File: src/core/txcr_pkg.sv
package txcr_pkg;

    // ******************************************************
    // register map and field layout
    // ******************************************************
    localparam logic [3:0] TXCR_REG_LOW_NIBBLE   = 4'h4;  // low nibble of every channel's address
    localparam logic [7:0] TXCR_RESET_VALUE      = 8'h00;
    localparam logic [7:0] TXCR_WRITE_MASK       = 8'h37; // bits 7, 6 and 3 are not stored
    localparam int         TXCR_BIT_DRV_MON_INT  = 5;
    localparam int         TXCR_BIT_ERR_INSERT   = 4;
    localparam int         TXCR_BIT_ALL_ONES     = 2;
    localparam int         TXCR_BIT_EDGE_SELECT  = 1;
    localparam int         TXCR_BIT_BUILDOUT     = 0;

    // ******************************************************
    // timing
    // ******************************************************
    localparam int         TXCR_DMO_BIT_PERIODS  = 128;   // silent bit periods before alarm
    localparam int         TXCR_SYNC_STAGES      = 2;

    // ******************************************************
    // carriers
    // ******************************************************
    typedef struct packed {
        logic       rsvd_7;
        logic       rsvd_6;
        logic       drv_mon_internal;
        logic       err_insert;
        logic       rsvd_3;
        logic       send_all_ones;
        logic       tx_sample_edge_select;
        logic       line_buildout_select;
    } txcr_ctrl_t;

    typedef struct packed {
        logic       sel;    // chip select, one cycle with rd or wr
        logic       wr;     // write strobe
        logic       rd;     // read strobe
        logic [7:0] addr;
        logic [7:0] wdata;
    } txcr_cpu_req_t;

    // high nibble of address per channel: 0-5 then 8-D
    function automatic logic [3:0] txcr_chan_nibble(input int chan);
        logic [3:0] n;
        n = (chan < 6) ? 4'(chan) : 4'(chan + 2);
        return n;
    endfunction

endpackage

File: src/core/txcr_channel.sv
`timescale 1ns/10ps
// Functional notes
// [RULE_01] bit 5: 1 internal pad monitor, 0 monitor pins
// [RULE_02] 0-to-1 write of bit 4 corrupts one bit
// [RULE_03] error insert needs generator and receiver enabled
// [RULE_04] host must clear bit 4 before next insert
// [RULE_05] address 0xM4, M is 0-5 or 8-D
// [RULE_06] bits 7, 6, 3 read zero, writes ignored
// [RULE_07] alarm after 128 silent bit periods, clears on pulse
// [RULE_08] bit 2 replaces system data with all ones
// [RULE_09] bit 1 picks transmit clock sampling edge
// [RULE_10] bit 0 build-out, ignored in E3 mode
module txcr_channel
    import txcr_pkg::*;
#(
    parameter int CHAN_INDEX = 0
) (
    input  wire logic          clk_sys,                // 200 MHz register clock
    input  wire logic          reset_n,                // async reset, active low
    input  wire txcr_cpu_req_t cpu_req,                // host access request
    output logic [7:0]         cpu_rdata,              // read data, registered
    output logic               cpu_ack,                // access answered, one cycle
    input  wire logic          bit_tick,               // one pulse per line bit period
    input  wire logic          tx_pos_data_in,         // system positive data
    input  wire logic          tx_neg_data_in,         // system negative data
    input  wire logic          tx_line_pos_out,        // observed level of positive pad
    input  wire logic          tx_line_neg_out,        // observed level of negative pad
    input  wire logic          monitor_pos_in,         // external monitor pin, positive
    input  wire logic          monitor_neg_in,         // external monitor pin, negative
    input  wire logic          prbs_gen_enable,        // pattern generator enabled
    input  wire logic          prbs_rx_enable,         // pattern receiver enabled
    input  wire logic          e3_mode,                // channel runs at E3 rate
    output logic               prbs_error_insert,      // one-cycle error request
    output logic               tx_line_pos_data,       // positive data to line, registered
    output logic               tx_line_neg_data,       // negative data to line, registered
    output logic               tx_sample_edge_select,  // 1 rising, 0 falling edge
    output logic               line_buildout_select,   // build-out enable to driver
    output logic               drive_monitor_alarm     // no pulses for 128 periods
);

    // ******************************************************
    // address decode and write data
    // ******************************************************
    localparam logic [7:0] REG_ADDR = {txcr_chan_nibble(CHAN_INDEX), TXCR_REG_LOW_NIBBLE};

    txcr_ctrl_t ctrl_q;
    txcr_ctrl_t ctrl_d;
    txcr_ctrl_t ctrl_rd;
    logic [7:0] rdata_q;
    logic       ack_q;
    logic       err_pulse_q;
    wire        addr_hit;
    wire        wr_hit;
    wire        rd_hit;
    wire        err_edge;
    wire        err_enabled;

    // decode the one channel address
    assign addr_hit    = cpu_req.sel && (cpu_req.addr == REG_ADDR);  // RULE_05
    assign wr_hit      = addr_hit && cpu_req.wr;
    assign rd_hit      = addr_hit && cpu_req.rd;
    assign ctrl_d      = wr_hit ? txcr_ctrl_t'(cpu_req.wdata & TXCR_WRITE_MASK) : ctrl_q;  // RULE_06
    assign ctrl_rd     = txcr_ctrl_t'(8'(ctrl_q) & TXCR_WRITE_MASK);                       // RULE_06
    // fresh rising edge only: a held 1 gives nothing more
    assign err_edge    = wr_hit && cpu_req.wdata[TXCR_BIT_ERR_INSERT] && !ctrl_q.err_insert;  // RULE_02 RULE_04
    assign err_enabled = prbs_gen_enable && prbs_rx_enable;                                   // RULE_03

    // control register and error pulse
    always_ff @(posedge clk_sys or negedge reset_n) begin
        if (!reset_n) begin
            ctrl_q      <= txcr_ctrl_t'(TXCR_RESET_VALUE);
            err_pulse_q <= 1'b0;
        end else begin
            ctrl_q      <= ctrl_d;
            err_pulse_q <= err_edge && err_enabled;  // RULE_02 RULE_03
        end
    end

    // read answer; other addresses of the bus read zero
    always_ff @(posedge clk_sys or negedge reset_n) begin
        if (!reset_n) begin
            rdata_q <= 8'h00;
            ack_q   <= 1'b0;
        end else begin
            rdata_q <= rd_hit ? 8'(ctrl_rd) : 8'h00;
            ack_q   <= wr_hit || rd_hit;
        end
    end

    // ******************************************************
    // pin synchronisers
    // ******************************************************
    wire  [3:0] pin_raw = {monitor_neg_in, monitor_pos_in, tx_line_neg_out, tx_line_pos_out};
    wire  [3:0] pin_s2_q;

    genvar gi;
    generate
        for (gi = 0; gi < 4; gi++) begin : g_sync
            logic s1_q;  // first stage, read only by the second
            logic s2_q;  // second stage, safe to use
            // two flops per pin, both stages in one shared process
            always_ff @(posedge clk_sys or negedge reset_n) begin
                if (!reset_n) begin
                    s1_q <= 1'b0;
                    s2_q <= 1'b0;
                end else begin
                    s1_q <= pin_raw[gi];
                    s2_q <= s1_q;
                end
            end
            assign pin_s2_q[gi] = s2_q;
        end
    endgenerate

    // ******************************************************
    // drive monitor
    // ******************************************************
    localparam logic [7:0] SILENT_LIMIT = 8'(TXCR_DMO_BIT_PERIODS);

    logic [7:0] silent_cnt_q;
    logic       pulse_hold_q;
    logic       alarm_q;
    wire        pulse_now;
    wire        pulse_in_period;
    wire  [7:0] silent_cnt_inc;

    // source choice: internal pads or external monitor pins
    assign pulse_now       = ctrl_q.drv_mon_internal ? (pin_s2_q[0] || pin_s2_q[1])   // RULE_01
                                                     : (pin_s2_q[2] || pin_s2_q[3]);  // RULE_01
    assign pulse_in_period = pulse_hold_q || pulse_now;
    assign silent_cnt_inc  = silent_cnt_q + 8'h01;

    // pulse latch per bit period
    always_ff @(posedge clk_sys or negedge reset_n) begin
        if (!reset_n) begin
            pulse_hold_q <= 1'b0;
        end else begin
            pulse_hold_q <= bit_tick ? 1'b0 : pulse_in_period;
        end
    end

    // count silent periods, saturate at limit
    always_ff @(posedge clk_sys or negedge reset_n) begin
        if (!reset_n) begin
            silent_cnt_q <= 8'h00;
            alarm_q      <= 1'b0;
        end else if (bit_tick) begin
            if (pulse_in_period) begin
                silent_cnt_q <= 8'h00;  // RULE_07
                alarm_q      <= 1'b0;   // RULE_07
            end else if (silent_cnt_q != SILENT_LIMIT) begin
                silent_cnt_q <= silent_cnt_inc;
                alarm_q      <= (silent_cnt_inc == SILENT_LIMIT);  // RULE_07
            end
        end
    end

    // ******************************************************
    // transmit data path
    // ******************************************************
    logic line_pos_q;
    logic line_neg_q;

    // all ones replaces system data, one register per bit period
    always_ff @(posedge clk_sys or negedge reset_n) begin
        if (!reset_n) begin
            line_pos_q <= 1'b0;
            line_neg_q <= 1'b0;
        end else if (bit_tick) begin
            line_pos_q <= ctrl_q.send_all_ones ? 1'b1 : tx_pos_data_in;  // RULE_08
            line_neg_q <= ctrl_q.send_all_ones ? 1'b0 : tx_neg_data_in;  // RULE_08
        end
    end

    // outputs
    assign cpu_rdata             = rdata_q;
    assign cpu_ack               = ack_q;
    assign prbs_error_insert     = err_pulse_q;
    assign tx_line_pos_data      = line_pos_q;
    assign tx_line_neg_data      = line_neg_q;
    assign tx_sample_edge_select = ctrl_q.tx_sample_edge_select;                // RULE_09
    assign line_buildout_select  = ctrl_q.line_buildout_select && !e3_mode;    // RULE_10
    assign drive_monitor_alarm   = alarm_q;
endmodule

File: config.mk
export PLATFORM = sky130hd
export DESIGN_NAME = txcr_channel
export DESIGN_NICKNAME = d
export VERILOG_FILES = /design/src/core/txcr_pkg.sv /design/src/core/txcr_channel.sv
export SDC_FILE = /design/constraint.sdc
export NUM_CORES = 1
export LEC_CHECK = 0
export BUFFER_PORTS_ARGS = -buffer_cell sky130_fd_sc_hd__buf_2
export CORE_MARGIN = 8
export CORE_UTILIZATION = 52
export CTS_CLUSTER_SIZE = 12
export DETAILED_ROUTE_END_ITERATION = 7
export PLACE_DENSITY = 0.85
export SLEW_MARGIN = 20
export SYNTH_ARGS = -nofsm -noshare
export SYNTH_HDL_FRONTEND = slang
export SYNTH_SLANG_ARGS = --single-unit
File: constraint.sdc
create_clock -name clk_sys -period 4.32 [get_ports clk_sys]
set_clock_uncertainty 0.1 [all_clocks]
set_input_delay 0.432 -clock clk_sys [delete_from_list [all_inputs] [get_ports clk_sys]]
set_output_delay 0.432 -clock clk_sys [all_outputs]
set_load 0.01 [all_outputs]
Word-level counts from Yosys, hierarchy flattened
Index checks and enable logic that the tools add are counted.
- input bits: 31
- register bits after elaboration: 33
- word-level logic and storage cells: 50
- output and inout port bits: 15
- add/sub/neg operators: 1
- muxes and demuxes: 9
- eq/ne operators: 3
- reductions and logical operators: 16
- operators by type and width (kind ; count):
    8-bit two-way mux ; 2
    8-bit by 1-bit adder with 8-bit output (second input constant) ; 1
    8-bit by 3-bit equality test with 1-bit output (second input constant) ; 1
    8-bit equality test (second input constant) ; 1
    1-bit logical AND ; 8
    8-bit != test (second input constant) ; 1
    1-bit two-way mux ; 6
    6-bit two-way mux ; 1
    1-bit logical OR ; 4
    1-bit zero test ; 2
    2-bit AND reduction ; 1
    2-bit nonzero test ; 1

Logic depth before layout (Yosys ltp)
Gate-level depths: netlist of the first run.
- depth after elaboration: 6
- depth in mapped cells: 5
- gate-level depth less buffers: 5

Worst setup path before layout of the first run
Ideal clock, no wire load.
- path type: reg2reg
- start point: register g_sync[1].s2_q
- end point: register alarm_q (netlist: drive_monitor_alarm)
- clock period less this slack: 1975 ps
- required time: 4095 ps
- cell stages (with the launch flop): 6
- path buffers: 1
- arrival time: 1750 ps
- setup time: 125 ps
- setup slack: 2345 ps
- path through: dfrtp_1 > or4b_4 > and2_4 > buf_6 > o31a_1 > mux2_4
- longest elaborated chain between the ends: 5
- elaborated cells between the ends (all ways): 6
- those cells by class: mux (2); reduce/logical (4)
- ends and longest elaborated chain (item ; RTL line ; RTL):
    start, declared ; txcr_channel.sv:100 ; logic s2_q;
    start signal, assigned ; txcr_channel.sv:108 ; s2_q <= s1_q;
    1-bit logical OR * ; txcr_channel.sv:128 ; assign pulse_now = ctrl_q.drv_mon_internal ? (pin_s2_q[0] || pin_s2_q[1])
    1-bit two-way mux * ; txcr_channel.sv:128 ;
    1-bit logical OR * ; txcr_channel.sv:130 ; assign pulse_in_period = pulse_hold_q || pulse_now;
    2-bit nonzero test (no line) ; n/a ;
    2-bit AND reduction (no line) ; n/a ;
    end signal, assigned ; txcr_channel.sv:153 ; alarm_q <= (silent_cnt_inc == SILENT_LIMIT);
    end, declared ; txcr_channel.sv:122 ; logic alarm_q;
Every way passes the cells marked *; elsewhere a longest branch is shown, timed or not.
A chain may end at the register's enable or synchronous reset.

Worst setup path after layout of the first run
- start point: register ctrl_q[5] (netlist name)
- end point: register alarm_q (netlist: drive_monitor_alarm)
- longest elaborated chain between the ends: 4
- elaborated cells between the ends (all ways): 5
- those cells by class: mux (2); reduce/logical (3)
- ends and longest elaborated chain (item ; RTL line ; RTL):
    start, declared ; txcr_channel.sv:46 ; txcr_ctrl_t ctrl_q;
    start signal, assigned ; txcr_channel.sv:71 ; ctrl_q <= txcr_ctrl_t'(TXCR_RESET_VALUE);
    start signal, assigned ; txcr_channel.sv:74 ; ctrl_q <= ctrl_d;
    1-bit two-way mux * ; txcr_channel.sv:128 ;
    1-bit logical OR * ; txcr_channel.sv:130 ;
    2-bit nonzero test (no line) ; n/a ;
    2-bit AND reduction (no line) ; n/a ;
Marks and branches as above.

==> results_dict.tcl, run 1 <==
set metrics [dict create \
    status "finished, final reports clean" \
    antenna_found_initial 0 \
    worst_pin_slew_ns 0.670 \
    yosysTopAreaCell "dfrtp_1" \
    numCtsBuffers 5 \
    viasPerCell 5.19 \
    grt_max_degree 33 \
    grt.met2_usage_pct 22.3 \
    drt_first_pass_iters 4 \
    relSlewSlack_pct 55.4 \
    antennaDiodeCount 0 \
    cts_hold_buffers 0 \
    wirelength_um 2620 \
    power.density_nw_per_um2 354 \
    cts_tree "built" \
    cts_root_buffer "clkbuf_4" \
    yosys-top-cells-area "dfrtp_1, mux2_2, and3_1" \
    die_area_sq_um 4470 \
    worst_setup_hold_path_clk_slew_ns 0.10 \
    min_period_ns 1.96 \
    fin_tns_setup_ns 0 \
    via_count 965 \
    gr-max-usage-layer "met2" \
    final_common_cell "buf_2" \
    layout_common_cells "buf_2, dfrtp_1, nand2_1" \
    crit_arrival_ns 2.08 \
    crit_type "register to register" \
    cts_setup_buffers 0 \
    grtUsageTotal_pct 13.5 \
    max_cap_viol_count 0 \
    num_rows 18 \
    synthToLayoutAreaGrowth_pct 20.2 \
    rsz0062_at_grt "no" \
    grt_use_met3_pct 7.38 \
    leakage_nw 0.833 \
    clk_path_buf_depth 2 \
    layout-drive-gt1-share_pct 35.9 \
    dr.first_iter.drc_count 39 \
    start_kind "register" \
    syn_inst 113 \
    ys_ff_latch 32 \
    dp_hpwl_um 2050 \
    finalPower_w 0.000572 \
    yosysSeqAreaShare_pct 59.6 \
    portBuffers 39 \
    initial_utilization_pct 54.7 \
    synth.distinct_cells 33 \
    nNetsFinal 188 \
    ant_nets 0 \
    use_met1_pct 13.4 \
    fp.dieW_um 66.8 \
    critPathRequiredTime_ns 4.44 \
    cts_sinks 32 \
    die_h_um 66.8 \
    cts_resized 0 \
    clk_latency_ns 0.32 \
    grt_first_pass_wirelength_um 4550 \
    synth.top_cell.area_share_pct 59.6 \
    drc_errors 0 \
    yosysWarnings 0 \
    final.setup.worst_slack_ns 2.36 \
    dp_slack_ns 2.35 \
    cp-end-kind "register" \
    wire_per_inst_um 14.1 \
    hold_viol 0 \
    crit_fanout 8 \
    fin_crit_sh_pct 45.4 \
    setup_viol 0 \
    fin_cells 186 \
    syn_area_per_cell_sq_um 11.9 \
    fillers 207 \
    grt_pass1_vias 1094 \
    core_sq_um 2450 \
    globalplace.congestion 0.809 \
    hp-class "primary input to asynchronous set/reset pin" \
    place_inst 178 \
    io_pins 46 \
    fmax_mhz 510 \
    postLayoutCoreUtil_pct 65.8 \
    cts_max_level 2 \
    ir_drop_v 0.000290 \
    synth_area_sq_um 1340 \
    slew_viol_final 0 \
    grt_overflow 0 \
    r2r_setup_slack_ns 2.36 \
]
==> layout make-up <==
type                       instances  area, sq um  share of cell area [%]
clock buffer                       5         37.5                    2.32
clock inverter                     3         42.5                    2.63
inverter                           5         18.8                    1.16
multi-input combinational         72          483                    29.9
sequential                        32          801                    49.6
tap                               30         37.5                    2.32
timing repair buffer              39          195                    12.1
==> Yosys cell counts (all sizes together) <==
cell and number:
and2 1, o22ai 2, or4 2, nand4b 1, inv 5, o21ai 5, nand2 8, nor4b 1
mux2i 2, dfrtp 32, o31a 1, nor2b 3, buf 5, and4b 1, nor3 6, nand4 2
nor2 6, ha 2, clkbuf 1, o21a 1, and3 7, a21oi 3, mux2 6, conb 1
a22o 4, nand3 2, or4b 1, a32o 1, a211oi 1
==> worst max-delay path: stages (launching register included) <==
cell	delay (ns)
dfrtp_1	0.41
or4_1	0.52
and2_4	0.20
o31a_1	0.32
mux2_4	0.30
==> per-layer routing <==
metal,routed length (um),up-vias,share of wire [%]
met5,0,-,0
met2,1280,30,49
met3,227,6,8.7
li1,-,480,-
met4,40,0,1.5
met1,1070,449,41
==> worst paths after layout <==
kind / from / end / cells past startpoint
max: ctrl_q[5] / drive_monitor_alarm / 4
min: reset_n / drive_monitor_alarm / 1
max reg2reg: ctrl_q[5] / drive_monitor_alarm / 4
min reg2reg: g_sync[3].s1_q / g_sync[3].s2_q / 0
max in group asynchronous: reset_n / silent_cnt_q[4] / 1
min in group clk_sys: monitor_pos_in / g_sync[2].s1_q / 1
==> where the power goes <==
group	total [W]	internal, W	switching, W	leakage, nW
clock	0.000223	0.000121	0.000102	0.0412
combinational	0.0000376	0.0000174	0.0000203	0.371
sequential	0.000311	0.000307	0.00000402	0.421
total	0.000572	0.000445	0.000126	0.833
==> per-stage QoR <==
step                      hold slack (ns)  area (sq um)
after floorplan                    0.0364          1350
after global placement              0.233          1540
after detailed placement            0.237          1540
after CTS                          0.0361          1620
after global routing               0.0669          1620
final                              0.0281          1620
==> logic make-up (layout without fill, tap and decap cells) <==
group	count (synthesis)	count (layout)	share of synthesized area [%]
AOI/OAI and AO/OA	18	18	9.03
and+or+nand+nor	41	41	17.4
muxes	8	8	6.80
adders and majority gates	2	2	1.86
DFF	32	32	59.6
buffers and inverters	11	52	5.03
other	1	3	0.279
==> sequential cells by signal (all words and copies together), names as in the netlist <==
name and flops:
pulse_hold_q 1, drive_monitor_alarm 1, cpu_rdata 5, prbs_error_insert 1, silent_cnt_q 8, g_sync.s2_q 4
cpu_ack 1, ctrl_q 4, tx_line_pos_data 1, tx_line_neg_data 1, g_sync.s1_q 4, tx_sample_edge_select 1
Note: power is estimated with default switching activity, not from simulation.
==> inputs of run 2 (changes only) <==
--- a/config.mk
+++ b/config.mk
@@ -7,10 +7,10 @@
 export LEC_CHECK = 0
 export BUFFER_PORTS_ARGS = -buffer_cell sky130_fd_sc_hd__buf_2
 export CORE_MARGIN = 8
-export CORE_UTILIZATION = 52
+export CORE_UTILIZATION = 48
 export CTS_CLUSTER_SIZE = 12
 export DETAILED_ROUTE_END_ITERATION = 7
-export PLACE_DENSITY = 0.85
+export PLACE_DENSITY = 0.8
 export SLEW_MARGIN = 20
 export SYNTH_ARGS = -nofsm -noshare
 export SYNTH_HDL_FRONTEND = slang
==> constraint.sdc (replaced) <==
create_clock -name clk_sys -period 1.9 [get_ports clk_sys]
set_clock_uncertainty 0.1 [all_clocks]
set_input_delay 0.19 -clock clk_sys [delete_from_list [all_inputs] [get_ports clk_sys]]
set_output_delay 0.19 -clock clk_sys [all_outputs]
set_load 0.01 [all_outputs]
==> run 2 against run 1 <==
  * Non-clock buffer count up 13
  * Clock power up 88%
  * Critical path depth unchanged
  * Final cell count up 7.0%
  * Combinational power rose to 2.8 times the previous value
  * Register-to-register slack worse by 2.3 ns
  * Maximum frequency up 3.9%
  * Sequential share of layout area down 3.4 points
  * Clock-buffer cell count up 2
  * Power up 120%
  * Global-route usage up 1.6 points
  * Critical path type unchanged
  * Critical endpoint unchanged
  * Largest cell class unchanged
  * Largest power group unchanged
  * Highest routed layer unchanged
==> results_dict.tcl, run 2 (same netlist as run 1, synthesis figures left out) <==
set metrics [dict create \
    leakage_nw 0.888 \
    antennaDiodeCount 0 \
    slew_viol_final 0 \
    rsz0062_at_grt "yes" \
    status "finished, final reports clean" \
    wl_met3_um 261 \
    cts_setup_buffers 0 \
    core_sq_um 2710 \
    crit_fanout 4 \
    worst_setup_hold_path_clk_slew_ns 0.09 \
    numCtsBuffers 5 \
    final.setup.worst_slack_ns 0.0130 \
    clk_path_buf_depth 2 \
    fmax_mhz 530 \
    fin_cells 199 \
    postLayoutCoreUtil_pct 63.9 \
    nNetsFinal 201 \
    die_area_sq_um 4750 \
    worst_pin_slew_ns 0.689 \
    place_inst 182 \
    fin_crit_sh_pct 99.3 \
    layout_common_cells "buf_2, dfrtp_1, dlygate4sd3_1" \
    regMostFlops "silent_cnt_q" \
    grt_max_degree 33 \
    wire_per_inst_um 15.8 \
    layout-drive-gt1-share_pct 35.7 \
    fp.dieW_um 68.9 \
    viasPerCell 5.26 \
    cts_tree "built" \
    cp-end-kind "register" \
    power.density_nw_per_um2 713 \
    critPathMaxStageDelay_ns 0.50 \
    hp-class "primary input to register" \
    grtUsageTotal_pct 15.1 \
    die_h_um 68.9 \
    clk_latency_ns 0.32 \
    num_rows 19 \
    drt_first_pass_iters 4 \
    crit_arrival_ns 2.00 \
    grt_first_pass_wirelength_um 5200 \
    synthToLayoutAreaGrowth_pct 29.0 \
    min_period_ns 1.89 \
    critPathRequiredTime_ns 2.01 \
    via_count 1046 \
    critPathTopFamily "simple AND/OR/NAND/NOR gates" \
    initial_utilization_pct 49.6 \
    relSlewSlack_pct 54.1 \
    cp_slowest_cell "or4_4" \
    portBuffers 39 \
    io_pins 46 \
    dp_slack_ns 0.0177 \
    hold_viol 0 \
    cts_max_level 2 \
    drt-met1-wl_um 1220 \
    dr.first_iter.drc_count 70 \
    drc_errors 0 \
    grt_overflow 0 \
    setup_viol 0 \
    start_kind "register" \
    top_layer_used "met4" \
    dp_hpwl_um 2260 \
    ir_drop_v 0.000663 \
    holdWs_ns 0.0254 \
    max_cap_viol_count 0 \
    antenna_found_initial 0 \
    wirelength_um 3150 \
    crit_type "register to register" \
    dr_wl_met2_um 1600 \
    worstPathCellList "or4_4 -> and2_4 -> o31a_1 -> mux2_4" \
    globalplace.congestion 0.805 \
    cts_sinks 32 \
    largest_register_ff_count 8 \
    path_buf_inv 0 \
    cts_root_buffer "clkbuf_4" \
    final_common_cell "buf_2" \
    grt_pass1_vias 1140 \
    ant_nets 0 \
]
==> run 2: report_power, final <==
part / total (W) / leakage (nW) / internal, W / switching (W)
logic: 0.000107 / 0.429 / 0.0000559 / 0.0000510
clock network: 0.000420 / 0.0374 / 0.000210 / 0.000210
registers: 0.000709 / 0.421 / 0.000699 / 0.0000103
total: 0.00124 / 0.888 / 0.000965 / 0.000271
==> run 2: metal layers <==
layer	global-route usage, %	vias up
li1	-	509
met2	25.9	33
met1	15.1	498
met3	7.59	6
met4	6.27	0
met5	0	-
==> run 2: metrics by stage <==
stage,cell area (sq um),TNS (ns),total power [W]
after detailed placement,1560,0,0.000814
after floorplan,1360,-0.0359,0.000765
after global routing,1730,-0.0347,0.00130
after global placement,1560,0,0.000808
final,1730,0,0.00124
after CTS,1730,0,0.00125
==> run 2: worst paths after layout <==
check	from	endpoint	slack, ns	depth (start not counted)
min in group asynchronous	reset_n	silent_cnt_q[3]	0.34	2
setup / recovery	ctrl_q[5]	drive_monitor_alarm	0.01	4
hold reg to reg	g_sync[0].s1_q	g_sync[0].s2_q	0.25	0
max in group asynchronous	reset_n	g_sync[1].s1_q	0.91	2
setup reg to reg	ctrl_q[5]	drive_monitor_alarm	0.01	4
hold / removal	cpu_req[4]	ctrl_q[4]	0.03	2
==> run 2: final cells by class <==
cell class,count,area (sq um)
flip-flops and latches,32,801
clock buffers,7,65.1
fillers,231,977
well taps,31,38.8
inverters,5,18.8
repair buffers,52,318
multi-input cells,72,492
==> run 2: worst reg2reg max path, stage by stage (launching register included) <==
cell	delay [ns]
dfrtp_1	0.42
or4_4	0.50
and2_4	0.18
o31a_1	0.28
mux2_4	0.31
==> run 2: repair_timing <==
item,in CTS,in global routing
endpoints found under the setup margin,1,1
hold endpoints to repair,41,0
hold buffers,10,0
gates resized for setup,1,0
